### config.mk
export PLATFORM = sky130hd
export DESIGN_NAME = mpt_trip_logic
export DESIGN_NICKNAME = d
export VERILOG_FILES = /design/src/mpt_pkg.sv /design/src/mpt_qualify_timer.sv /design/src/mpt_trip_logic.sv
export SDC_FILE = /design/constraint.sdc
export NUM_CORES = 2
export LEC_CHECK = 0
export BUFFER_PORTS_ARGS = -buffer_cell sky130_fd_sc_hd__buf_2
export CORE_ASPECT_RATIO = 2
export CORE_UTILIZATION = 42
export CTS_CLUSTER_SIZE = 16
export DETAILED_ROUTE_END_ITERATION = 8
export GPL_TIMING_DRIVEN = 0
export PLACE_DENSITY = 0.55
export RECOVER_POWER = 25
export SLEW_MARGIN = 5
export SYNTH_ARGS = -nofsm -noshare
export SYNTH_HDL_FRONTEND = slang
export SYNTH_SLANG_ARGS = --single-unit
### constraint.sdc
create_clock -name clk -period 9.2 [get_ports clk]
set_input_delay 0.92 -clock clk [delete_from_list [all_inputs] [get_ports clk]]
set_output_delay 0.92 -clock clk [all_outputs]
set_load 0.005 [all_outputs]
### src/mpt_pkg.sv
package mpt_pkg;

	localparam int MPT_CLK_PERIOD_NS = 25;
	localparam int MPT_SECOND_NS = 1000000000;
	localparam int MPT_SECOND_CYCLES = MPT_SECOND_NS / MPT_CLK_PERIOD_NS;

	localparam int MPT_NCHK = 10;
	localparam int MPT_DLY_W = 8;

	// Check slots, lower index wins a same-cycle tie
	localparam int MPT_CHK_VIMB = 0;
	localparam int MPT_CHK_OV = 1;
	localparam int MPT_CHK_UVSTART = 2;
	localparam int MPT_CHK_UVRUN = 3;
	localparam int MPT_CHK_SHORTED = 4;
	localparam int MPT_CHK_SHUNT = 5;
	localparam int MPT_CHK_IIMB = 6;
	localparam int MPT_CHK_OC = 7;
	localparam int MPT_CHK_UC = 8;
	localparam int MPT_CHK_GF = 9;

	// Fault code is slot plus one, zero means no fault
	localparam logic [3:0] MPT_FAULT_NONE = 4'h0;

	localparam logic [11:0] MPT_PCT_BASE = 12'h064;

	// Factory delays in seconds, loaded by the parameter store
	localparam logic [7:0] MPT_DEF_VIMB_DLY = 8'h0A;
	localparam logic [7:0] MPT_DEF_OV_DLY = 8'h0A;
	localparam logic [7:0] MPT_DEF_UVSTART_DLY = 8'h0A;
	localparam logic [7:0] MPT_DEF_UVRUN_DLY = 8'h02;
	localparam logic [7:0] MPT_DEF_SHORTED_DLY = 8'h01;
	localparam logic [7:0] MPT_DEF_SHUNT_DLY = 8'h01;
	localparam logic [7:0] MPT_DEF_IIMB_DLY = 8'h02;
	localparam logic [7:0] MPT_DEF_OC_DLY = 8'h01;
	localparam logic [7:0] MPT_DEF_UC_DLY = 8'h02;
	localparam logic [7:0] MPT_DEF_GF_DLY = 8'h02;

	typedef enum logic [1:0] {
		MPT_MOTOR_OFF,
		MPT_MOTOR_STARTING,
		MPT_MOTOR_AT_SPEED
	} mpt_motor_state_t;

	typedef struct packed {
		logic [9:0] nominalLineVoltage;
		logic [7:0] voltageImbalanceThreshold;
		logic [7:0] voltageImbalanceDelay;
		logic [7:0] overvoltageThreshold;
		logic [7:0] overvoltageDelay;
		logic [7:0] startUndervoltageThreshold;
		logic [7:0] startUndervoltageDelay;
		logic [7:0] runUndervoltageThreshold;
		logic [7:0] runUndervoltageDelay;
		logic [7:0] shortedThyristorDelay;
		logic [7:0] offStateCurrentDelay;
		logic [7:0] currentImbalanceThreshold;
		logic [7:0] currentImbalanceDelay;
		logic [8:0] overcurrentThreshold;
		logic [7:0] overcurrentDelay;
		logic [7:0] undercurrentThreshold;
		logic [7:0] undercurrentDelay;
		logic [7:0] groundFaultThreshold;
		logic [7:0] groundFaultDelay;
		logic [11:0] currentTransformerValue;
		logic [11:0] motorFullLoadCurrent;
	} mpt_settings_t;

	typedef struct packed {
		logic [9:0] lineVoltageAB;
		logic [9:0] lineVoltageBC;
		logic [9:0] lineVoltageCA;
		logic [11:0] currentA;
		logic [11:0] currentB;
		logic [11:0] currentC;
		logic [11:0] groundCurrent;
	} mpt_meas_t;

endpackage

### src/mpt_qualify_timer.sv
`timescale 1ns/1ps
module mpt_qualify_timer #(
	parameter int DLY_W = 8
) (
	input wire logic clk,
	input wire logic reset,
	input wire logic secTick,
	input wire logic faultCond,
	input wire logic [DLY_W-1:0] delaySec,
	output logic qualified
);

	logic [DLY_W:0] count_reg;
	logic qualified_reg;

	// Counts whole seconds of a continuous condition
	always_ff @(posedge clk or posedge reset) begin
		if (reset) begin
			count_reg <= '0;
		end else if (!faultCond) begin
			count_reg <= '0;
		end else if (secTick && count_reg != '1) begin
			count_reg <= count_reg + 1'b1;
		end
	end

	// Strictly more than the delay; first tick may be a partial second
	always_ff @(posedge clk or posedge reset) begin
		if (reset) begin
			qualified_reg <= 1'b0;
		end else begin
			qualified_reg <= faultCond && delaySec != '0
				&& count_reg > {1'b0, delaySec};
		end
	end

	assign qualified = qualified_reg;

endmodule

### src/mpt_trip_logic.sv
`timescale 1ns/1ps
// Function
// - Trip when any line voltage exceeds nominal by the set percent; zero disables.
// - Over-voltage delay is 1 to 20 seconds, factory 10.
// - While starting, trip on line voltage below nominal by set percent; zero disables.
// - Start under-voltage delay is 1 to 180 seconds, factory 10.
// - At speed, use the run under-voltage percent; ignore it while starting.
// - Run under-voltage trips on deficit equal or above setting; delay 1-20 s, factory 2.
// - All voltage checks run together; the first to qualify trips.
// - Current percents scale to full-load current; ground fault scales to CT value.
// - Trip after shorted thyristor delay 1 to 10 s, factory 1; zero disables.
// - Current while off raises a shunt trip after 1-10 s; zero disables.
// - Current imbalance 5-30 percent trips after 1-20 s, factory 2; zero disables.
// - Over-current trips when any phase exceeds 100-300 percent; zero disables.
// - Over-current delay is 1 to 20 seconds, factory 1.
// - Over-current is armed only at speed, never during acceleration.
// - Under-current trips when any phase is below 10-90 percent; zero disables.
// - Under-current delay is 1 to 60 seconds, factory 2.
// - Ground current above 5-90 percent of CT value trips; zero disables.
// - Ground fault delay is 1 to 60 seconds, factory 2.
// - Lockout time comes from the real-time clock and survives power loss.
// - Three-wire start does not latch in lockout; a fresh start is needed.
// - Two-wire maintained start may restart alone once the lockout ends.
// - A user function clears all active lockouts immediately.
// - Trip when any phase deviates from average voltage by 1-30 percent.
// - Voltage imbalance delay is 1 to 20 seconds, factory 10.
module mpt_trip_logic
	import mpt_pkg::*;
#(
	parameter int SECOND_CYCLES = MPT_SECOND_CYCLES
) (
	input wire logic clk,
	input wire logic reset,
	input mpt_pkg::mpt_settings_t settings,
	input mpt_pkg::mpt_meas_t meas,
	input mpt_pkg::mpt_motor_state_t motorState,
	input wire logic shortedThyristorDetected,
	input wire logic startCmd,
	input wire logic stopCmd,
	input wire logic threeWireControl,
	input wire logic faultReset,
	input wire logic lockoutClearFunction,
	input wire logic [11:0] lockoutRemainingSec,
	output logic runRequest,
	output logic tripActive,
	output logic [3:0] faultCode,
	output logic [MPT_NCHK-1:0] qualifiedFlags,
	output logic lockoutBlocking,
	output logic lockoutClearPulse
);
	import mpt_pkg::*;

	typedef enum logic {
		MPT_RUN_IDLE,
		MPT_RUN_ON
	} mpt_run_state_t;

	function automatic logic [23:0] mul(input logic [11:0] a, input logic [11:0] b);
		mul = 24'(a) * 24'(b);
	endfunction

	function automatic logic [11:0] absDiff(input logic [11:0] a, input logic [11:0] b);
		absDiff = (a > b) ? a - b : b - a;
	endfunction

	function automatic logic [3:0] firstCode(input logic [MPT_NCHK-1:0] flags);
		firstCode = MPT_FAULT_NONE;
		for (int k = MPT_NCHK - 1; k >= 0; k--) begin
			if (flags[k]) begin
				firstCode = 4'(k + 1);
			end
		end
	endfunction

	logic [25:0] tickCount_reg;
	logic secTick_reg;
	logic [11:0] volts [3];
	logic [11:0] amps [3];
	logic [11:0] voltSum;
	logic [11:0] nominal;
	logic [23:0] ovLimit;
	logic [23:0] uvStartLimit;
	logic [23:0] uvRunLimit;
	logic [23:0] ocLimit;
	logic [23:0] ucLimit;
	logic [23:0] imbLimit;
	logic [23:0] gfLimit;
	logic [23:0] vimbLimit;
	logic [MPT_NCHK-1:0] faultCond;
	logic [MPT_DLY_W-1:0] delays [MPT_NCHK];
	logic [MPT_NCHK-1:0] qualified;
	logic [MPT_NCHK-1:0] qualifiedFlags_reg;
	logic tripActive_reg;
	logic [3:0] faultCode_reg;
	mpt_run_state_t runState_reg;
	mpt_run_state_t runState_next;
	logic startPrev_reg;
	logic clearHold_reg;
	logic lockoutClearPulse_reg;
	logic lockoutBlocking_reg;
	logic lockoutRunning;
	logic startRise;

	// Seconds tick for all qualifying delays
	always_ff @(posedge clk or posedge reset) begin
		if (reset) begin
			tickCount_reg <= '0;
			secTick_reg <= 1'b0;
		end else if (tickCount_reg == 26'(SECOND_CYCLES - 1)) begin
			tickCount_reg <= '0;
			secTick_reg <= 1'b1;
		end else begin
			tickCount_reg <= tickCount_reg + 1'b1;
			secTick_reg <= 1'b0;
		end
	end

	assign volts[0] = 12'(meas.lineVoltageAB);
	assign volts[1] = 12'(meas.lineVoltageBC);
	assign volts[2] = 12'(meas.lineVoltageCA);
	assign amps[0] = meas.currentA;
	assign amps[1] = meas.currentB;
	assign amps[2] = meas.currentC;
	assign voltSum = volts[0] + volts[1] + volts[2];
	assign nominal = 12'(settings.nominalLineVoltage);

	// Limits are kept times 100 so no division is needed
	assign ovLimit = mul(nominal, MPT_PCT_BASE + 12'(settings.overvoltageThreshold));
	assign uvStartLimit = mul(nominal,
		MPT_PCT_BASE - 12'(settings.startUndervoltageThreshold));
	assign uvRunLimit = mul(nominal,
		MPT_PCT_BASE - 12'(settings.runUndervoltageThreshold));
	assign ocLimit = mul(settings.motorFullLoadCurrent,
		12'(settings.overcurrentThreshold));
	assign ucLimit = mul(settings.motorFullLoadCurrent,
		12'(settings.undercurrentThreshold));
	assign imbLimit = mul(settings.motorFullLoadCurrent,
		12'(settings.currentImbalanceThreshold));
	assign gfLimit = mul(settings.currentTransformerValue,
		12'(settings.groundFaultThreshold));
	assign vimbLimit = mul(voltSum, 12'(settings.voltageImbalanceThreshold));

	// All checks evaluate every cycle side by side
	always_comb begin
		faultCond = '0;
		for (int p = 0; p < 3; p++) begin
			// Deviation from average, scaled by three to avoid division
			if (settings.voltageImbalanceThreshold != '0
				&& mul(absDiff(12'(3) * volts[p], voltSum), MPT_PCT_BASE) >= vimbLimit) begin
				faultCond[MPT_CHK_VIMB] = 1'b1;
			end
			if (settings.overvoltageThreshold != '0
				&& mul(volts[p], MPT_PCT_BASE) > ovLimit) begin
				faultCond[MPT_CHK_OV] = 1'b1;
			end
			if (settings.startUndervoltageThreshold != '0
				&& motorState == MPT_MOTOR_STARTING
				&& mul(volts[p], MPT_PCT_BASE) < uvStartLimit) begin
				faultCond[MPT_CHK_UVSTART] = 1'b1;
			end
			if (settings.runUndervoltageThreshold != '0
				&& motorState == MPT_MOTOR_AT_SPEED
				&& mul(volts[p], MPT_PCT_BASE) <= uvRunLimit) begin
				faultCond[MPT_CHK_UVRUN] = 1'b1;
			end
			if (motorState == MPT_MOTOR_OFF && amps[p] != '0) begin
				faultCond[MPT_CHK_SHUNT] = 1'b1;
			end
			if (settings.currentImbalanceThreshold != '0
				&& motorState != MPT_MOTOR_OFF
				&& mul(absDiff(amps[p], amps[(p + 1) % 3]), MPT_PCT_BASE) > imbLimit) begin
				faultCond[MPT_CHK_IIMB] = 1'b1;
			end
			if (settings.overcurrentThreshold != '0
				&& motorState == MPT_MOTOR_AT_SPEED
				&& mul(amps[p], MPT_PCT_BASE) > ocLimit) begin
				faultCond[MPT_CHK_OC] = 1'b1;
			end
			// Load loss only means something once running
			if (settings.undercurrentThreshold != '0
				&& motorState == MPT_MOTOR_AT_SPEED
				&& mul(amps[p], MPT_PCT_BASE) < ucLimit) begin
				faultCond[MPT_CHK_UC] = 1'b1;
			end
		end
		faultCond[MPT_CHK_SHORTED] = shortedThyristorDetected;
		if (settings.groundFaultThreshold != '0
			&& mul(meas.groundCurrent, MPT_PCT_BASE) > gfLimit) begin
			faultCond[MPT_CHK_GF] = 1'b1;
		end
	end

	assign delays[MPT_CHK_VIMB] = settings.voltageImbalanceDelay;
	assign delays[MPT_CHK_OV] = settings.overvoltageDelay;
	assign delays[MPT_CHK_UVSTART] = settings.startUndervoltageDelay;
	assign delays[MPT_CHK_UVRUN] = settings.runUndervoltageDelay;
	assign delays[MPT_CHK_SHORTED] = settings.shortedThyristorDelay;
	assign delays[MPT_CHK_SHUNT] = settings.offStateCurrentDelay;
	assign delays[MPT_CHK_IIMB] = settings.currentImbalanceDelay;
	assign delays[MPT_CHK_OC] = settings.overcurrentDelay;
	assign delays[MPT_CHK_UC] = settings.undercurrentDelay;
	assign delays[MPT_CHK_GF] = settings.groundFaultDelay;

	// A zero delay disables the slot inside the timer
	for (genvar g = 0; g < MPT_NCHK; g++) begin : genQualify
		mpt_qualify_timer #(
			.DLY_W(MPT_DLY_W)
		) uTimer (
			.clk(clk),
			.reset(reset),
			.secTick(secTick_reg),
			.faultCond(faultCond[g]),
			.delaySec(delays[g]),
			.qualified(qualified[g])
		);
	end

	always_ff @(posedge clk or posedge reset) begin
		if (reset) begin
			qualifiedFlags_reg <= '0;
		end else begin
			qualifiedFlags_reg <= qualified;
		end
	end

	// First qualified slot latches; a new trip beats a same-cycle reset
	always_ff @(posedge clk or posedge reset) begin
		if (reset) begin
			tripActive_reg <= 1'b0;
			faultCode_reg <= MPT_FAULT_NONE;
		end else if (!tripActive_reg && qualified != '0) begin
			tripActive_reg <= 1'b1;
			faultCode_reg <= firstCode(qualified);
		end else if (tripActive_reg && faultReset && qualified == '0) begin
			tripActive_reg <= 1'b0;
			faultCode_reg <= MPT_FAULT_NONE;
		end
	end

	// Remaining time lives in the battery-backed clock, not here
	assign lockoutRunning = lockoutRemainingSec != '0 && !clearHold_reg;

	// Masks lockouts until the clock store confirms they are zero
	always_ff @(posedge clk or posedge reset) begin
		if (reset) begin
			clearHold_reg <= 1'b0;
			lockoutClearPulse_reg <= 1'b0;
		end else begin
			lockoutClearPulse_reg <= lockoutClearFunction;
			if (lockoutClearFunction) begin
				clearHold_reg <= 1'b1;
			end else if (lockoutRemainingSec == '0) begin
				clearHold_reg <= 1'b0;
			end
		end
	end

	always_ff @(posedge clk or posedge reset) begin
		if (reset) begin
			lockoutBlocking_reg <= 1'b0;
			startPrev_reg <= 1'b0;
		end else begin
			lockoutBlocking_reg <= lockoutRunning;
			startPrev_reg <= startCmd;
		end
	end

	assign startRise = startCmd && !startPrev_reg;

	always_comb begin
		runState_next = runState_reg;
		case (runState_reg)
			MPT_RUN_IDLE: begin
				if (tripActive_reg || lockoutRunning || stopCmd) begin
					runState_next = MPT_RUN_IDLE;
				end else if (threeWireControl && startRise) begin
					runState_next = MPT_RUN_ON;
				end else if (!threeWireControl && startCmd) begin
					runState_next = MPT_RUN_ON;
				end
			end
			MPT_RUN_ON: begin
				if (tripActive_reg || stopCmd) begin
					runState_next = MPT_RUN_IDLE;
				end else if (!threeWireControl && !startCmd) begin
					runState_next = MPT_RUN_IDLE;
				end
			end
			default: begin
				runState_next = MPT_RUN_IDLE;
			end
		endcase
		// A fresh trip drops the output in the same edge it latches
		if (qualified != '0) begin
			runState_next = MPT_RUN_IDLE;
		end
	end

	always_ff @(posedge clk or posedge reset) begin
		if (reset) begin
			runState_reg <= MPT_RUN_IDLE;
		end else begin
			runState_reg <= runState_next;
		end
	end

	assign runRequest = runState_reg == MPT_RUN_ON;
	assign tripActive = tripActive_reg;
	assign faultCode = faultCode_reg;
	assign qualifiedFlags = qualifiedFlags_reg;
	assign lockoutBlocking = lockoutBlocking_reg;
	assign lockoutClearPulse = lockoutClearPulse_reg;

endmodule

# Yosys cells after proc, flatten, opt, wreduce, memory -nomap -nowiden
# Cells that the tools add are included.
[word_totals]
ff_bits = 147
latchBits = 0
ram_bits = 0
rom_bits = 0
out_inout_bits = 18
mem_count = 0
[op_classes]
n_addsub = 28
mul = 24
div_mod_pow = 0
order_cmp = 38
n_eq_ne = 23
shifts = 0
muxes = 76
bitwise = 1
reduce_logical = 105
[ops]
columns = ["operator", "n"]
rows = [
  ["$mux 9", 20],
  ["$mul 12x5->17 const B", 10],
  ["$sub 12x12->12", 12],
  ["$reduce_bool 8->1", 17],
  ["$add 9x1->9 const B", 10],
  ["$gt 9x8->1", 10],
  ["$ne 9x9->1 const B", 10],
  ["$gt 19x20->1", 4],
  ["$mul 12x8->20", 4],
  ["$gt 12x12->1", 6],
  ["$mux 12", 6],
  ["$logic_and 1x1->1", 68],
  ["$le 17x22->1", 3],
  ["$lt 19x22->1", 3],
  ["$gt 19x21->1", 3],
  ["$ge 19x20->1", 3],
  ["$lt 19x20->1", 3],
  ["$gt 19x19->1", 3],
  ["$mux 4", 12],
  ["$reduce_bool 12->1", 4],
  ["$mul 10x5->15 const B", 3],
  ["$mul 10x12->22", 2],
  ["$mul 2x10->12 const A", 3],
  ["$mux 1", 36],
  ["other kinds (23)", 40],
]

# Longest topological paths before layout
[logic_depth]
depth_word = 12
mapped_depth = 45

# Hierarchy
# From an unflattened synthesis, not the netlist that was laid out.
[unflattened]
hier_cells = 7398
hier_area_um2 = 63348.3
[by_module_without_submodules]
columns = ["module", "n_inst", "cells_each", "area_per_inst_um2", "seq_area_each_um2"]
rows = [
  ["mpt_trip_logic", 1, 6658, 56066.3, 1176.1],
  ["mpt_qualify_timer", 10, 74, 728.2, 250.2],
]

# Worst setup path after synthesis
# No wires, ideal clock.
[synth_timing]
kind = "input port to flip-flop"
start = "input port meas[49] (netlist name)"
end = "register genQualify[0].uTimer.count_reg[0]"
arrival_ns = 10.062
required_time_ns = 9.043
path_slack_ns = -1.019
stages = 44
cell_sequence = "inv_1 -> fa_1 -> inv_1 -> ha_1 -> fa_1 -> a21o_1 -> a21oi_1 -> xnor2_1 -> inv_1 -> ha_1 -> nand2_1 -> o21ai_0 -> maj3_1 -> a21o_1 -> a21oi_1 -> maj3_1 -> o21ai_1 -> buf_4 -> [8 not listed] -> a21oi_1 -> nor2_1 -> nor2_1 -> o21bai_1 -> a21oi_1 -> o21bai_1 -> a21oi_1 -> xnor2_1 -> ha_1 -> inv_1 -> o21ai_0 -> a21o_1 -> or4_1 -> a41oi_1 -> nor2_1 -> o41a_1 -> o311ai_1 -> nor2_1"
[synth_between]
elab_chain_cells = 10
word_cells_on_any_way = 29
cone_classes = "7 x add/sub; 5 x mul; 6 x order compare; 1 x eq/ne; 7 x mux; 3 x reduce/logical"
[synth_lines]
columns = ["item", "line_no", "rtl"]
rows = [
  ["from (decl)", "mpt_trip_logic.sv:35", "input mpt_pkg::mpt_meas_t meas,"],
  ["branches (longest 8 deep; another with $ge 19x20->1)", "n/a", ""],
  ["$mux 1 (*)", "mpt_trip_logic.sv:148", "if (settings.voltageImbalanceThreshold != '0"],
  ["$ne 2x2->1 (no source line) / $mux 9 (equally long branches)", "n/a", ""],
  ["to (signal assigned)", "mpt_qualify_timer.sv:23", "count_reg <= count_reg + 1'b1;"],
  ["to (decl)", "mpt_qualify_timer.sv:13", "logic [DLY_W:0] count_reg;"],
]
# Mark *: on every way between the ends.
# A chain may end at the register's enable or synchronous reset.

# Worst setup path after layout
[layout_timing]
start = "input port meas[59] (netlist name)"
end = "register genQualify[0].uTimer.count_reg[7]"
[layout_between]
elab_chain_cells = 11
word_cells_on_any_way = 30
cone_classes = "8 x add/sub; 5 x mul; 6 x order compare; 1 x eq/ne; 7 x mux; 3 x reduce/logical"
[layout_lines]
columns = ["item", "line_no", "rtl"]
rows = [
  ["$add 10x10->11", "mpt_trip_logic.sv:124", "assign voltSum = volts[0] + volts[1] + volts[2];"],
  ["$add 11x10->12", "mpt_trip_logic.sv:124", ""],
  ["$sub 12x12->12 / $gt 12x12->1 (equally long branches)", "mpt_trip_logic.sv:63", "absDiff = (a > b) ? a - b : b - a;"],
  ["$mux 12", "mpt_trip_logic.sv:63", ""],
  ["$mul 12x5->17", "mpt_trip_logic.sv:59", "mul = 24'(a) * 24'(b);"],
  ["$ge 19x20->1", "mpt_trip_logic.sv:149", "&& mul(absDiff(12'(3) * volts[p], voltSum), MPT_PCT_BASE) >= vimbLimit) begin"],
  ["$logic_and 1x1->1", "mpt_trip_logic.sv:149", ""],
  ["$mux 1 (2 in a row)", "mpt_trip_logic.sv:148", ""],
  ["$mux 1 (*)", "mpt_trip_logic.sv:148", ""],
  ["$ne 2x2->1 (no source line) / $mux 9 (equally long branches)", "n/a", ""],
]
# Mark *: on every way between the ends. The rest lies on a longest branch, timed or not.

==> flow_summary.ini <==
[critical_path]
required_ps = 9590
cp.arrival_ps = 9880
criticalPathCategory = in2reg
worst_path_dominant_cell_family = adder cells
worst_setup_path_start_kind = input pin
slowest_stage = fa_1
crit_path_end_kind = flop
path_max_fanout = 6
crit_buf_inv = 11
critPathMaxStageDelay_ps = 540

[drt]
drc_errors = 0
postRouteWirelength_um = 203000
drtIter0Drc = 1931
firstDrtPassIters = 7
avgViaCountPerCell = 5.43
vias = 53148
postRouteAntennaNets = 0
avgRoutedWirePerCell_um = 20.7

[cts]
clockRootBuffer = clkbuf_16
cts_buffers = 17
cts.sinks = 147
cts.htree.levels = 4
clock_latency_ps = 520
tritoncts = done
cts_buffer_depth = 2
clk_transition_reported_paths_ps = 70

[floorplan]
num_io_pins = 297
die_x_um = 276
die_h_um = 550
die_area_um2 = 152000
core_area_um2 = 149000
initial_utilization_pct = 42.4
fp-row-count = 200

[sta]
setup_slack_ps = -291
rsz0062_at_grt = true
period_minus_slack_ps = 9490
tightest_slew_ps = 5940
finClkSkew_ps = 28.6
period_share_pct = 103
fmax_mhz = 105
hold_viol = 0
timing.slew.headroom_pct = -296
setup_viol = 10
drv_slew = 150

[cells_and_area]
stdcell_count = 9787
layout-drive-gt1-share_pct = 8.43
largest_reg_flops = 90
fin_nets = 10252
area_growth_pct = 10.6
fillCellCount = 14946

[synthesis]
ys_top_cells_by_area = ha_1, fa_1, inv_1
yosysWarningCount = 0
synthMuxAreaShare_pct = 1.42
synth-xor-area-share_pct = 6.68
async_flop_share_pct = 100
avgSynthCellArea_um2 = 8.47
synth.most_common_cell = ha_1
yosys.area.top_type = ha_1
synth_nets = 9853
synthFlopType = dfrtp_1
ys_seq_elements = 147
ys_seq_area_share_pct = 5.83
synth_top_family_by_area = adder cells
synth-compound-area-share_pct = 11.9
yosys.area_share.simple_pct = 15.5
synth_common_cells = ha_1, inv_1, nand2_1, fa_1, a21oi_1
synth_top_area_share_pct = 29.4
syn_inst = 7444
syn_area_um2 = 63100
synth_fa_ha_area_share_pct = 50.1
synth.distinct_cells = 88
synth-edff-count = 0

[global_route]
grt_pass1_wl_um = 313000
first_global_vias = 57654
grt_overflow = 0
grtUsageTotal_pct = 26.9
grt_antenna_before_repair = 27
grt_max_degree = 111

[placed_design]
dp.final_hpwl_um = 177000
dp.cells = 9660
io_buffers = 289
gp_congestion = 0.962

[hold_path]
min_path_type = reg2reg

[run]
cap_violations = 2

[status]
violations = max-capacitance violations, max-slew violations, negative setup slack
status = finished with violations
==> cells by family (layout without fill, tap and decap cells) <==
family | count (synthesis) | count (layout)
and+or+nand+nor | 1988 | 1988
xor gates and xnor gates | 480 | 480
DFF | 147 | 147
other | 0 | 12
adders and majority gates | 2135 | 2135
buffers and inverters | 1429 | 1841
AOI/OAI and AO/OA | 1181 | 1181
muxes | 84 | 84
==> cell usage in the layout (no fill, tap or decap), types with 35 or more instances in the layout <==
cell and instances:
a211oi_1 46, a21boi_0 35, a21o_1 193, a21oi_1 329, and2_1 334, and3_1 38, buf_2 280, buf_4 93
clkbuf_1 119, dfrtp_1 147, fa_1 646, ha_1 1459, inv_1 1261, mux2i_1 47, nand2_1 653, nand2b_1 55
nand3_1 104, nand4_1 121, nor2_1 328, nor2b_1 114, nor3_1 86, nor4_1 51, o21a_1 52, o21ai_0 216
o21bai_1 49, xnor2_1 283, xor2_1 160
==> layer usage <==
| layer | global-route usage (%) | wire [um] |
|---|---|---|
| met5 | 0 | 184 |
| met1 | 23.2 | 64100 |
| met2 | 54.2 | 112000 |
| met4 | 21.7 | 19000 |
| met3 | 3.49 | 7160 |
==> stage by stage <==
stage	cell area (um^2)	util [%]	TNS, ps	hold slack, ps	setup WS (ps)
after floorplan	63400	-	-450	367	-45.0
after global placement	67200	45.2	-89000	418	-3020
after detailed placement	67400	45.3	-59020	428	-2660
after CTS	69200	46.6	-1310	341	-155
after global routing	69800	46.9	-5170	468	-544
final	69800	46.9	-2640	447	-291
==> final cells by class <==
| cell class | instances | area (um^2) | area share [%] |
|---|---|---|---|
| repair buffers | 389 | 2410 | 3.45 |
| clock inverters | 15 | 186 | 0.267 |
| diodes | 12 | 30.0 | 0.0430 |
| flip-flops and latches | 147 | 3680 | 5.27 |
| multi-input cells | 5868 | 55200 | 79.1 |
| clock buffers | 17 | 425 | 0.610 |
| well taps | 1919 | 2400 | 3.44 |
| inverters | 1277 | 4840 | 6.93 |
| plain buffers | 143 | 631 | 0.904 |
==> path summary, 6_finish.rpt <==
kind,from,end,slack [ps],depth (start not counted)
min in group asynchronous,reset,genQualify[6].uTimer.count_reg[7]$_DFFE_PP0P_,950,2
worst min-delay path,genQualify[5].uTimer.qualified$_DFF_PP0_,qualifiedFlags[5]$_DFF_PP0_,450,0
max in group asynchronous,reset,tickCount_reg[25]$_DFF_PP0_,1720,3
worst max-delay path,meas[59],genQualify[0].uTimer.count_reg[7]$_DFFE_PP0P_,-290,46
worst min register to register,genQualify[5].uTimer.qualified$_DFF_PP0_,qualifiedFlags[5]$_DFF_PP0_,450,0
worst max register to register,genQualify[8].uTimer.count_reg[1]$_DFFE_PP0P_,genQualify[8].uTimer.qualified$_DFF_PP0_,6460,11
==> timing repair <==
item / 4_1_cts / 5_1_grt
pin swaps: 72 / 63
cloned: 1 / 0
hold buffers: 0 / 0
endpoints found under the setup margin: 40 / 50
resized for setup: 142 / 85
buffers inserted: 62 / 29
Power is left out: the tool's default activity adds up to more than one toggle a clock period on the data nets, which glitch-free logic cannot reach.
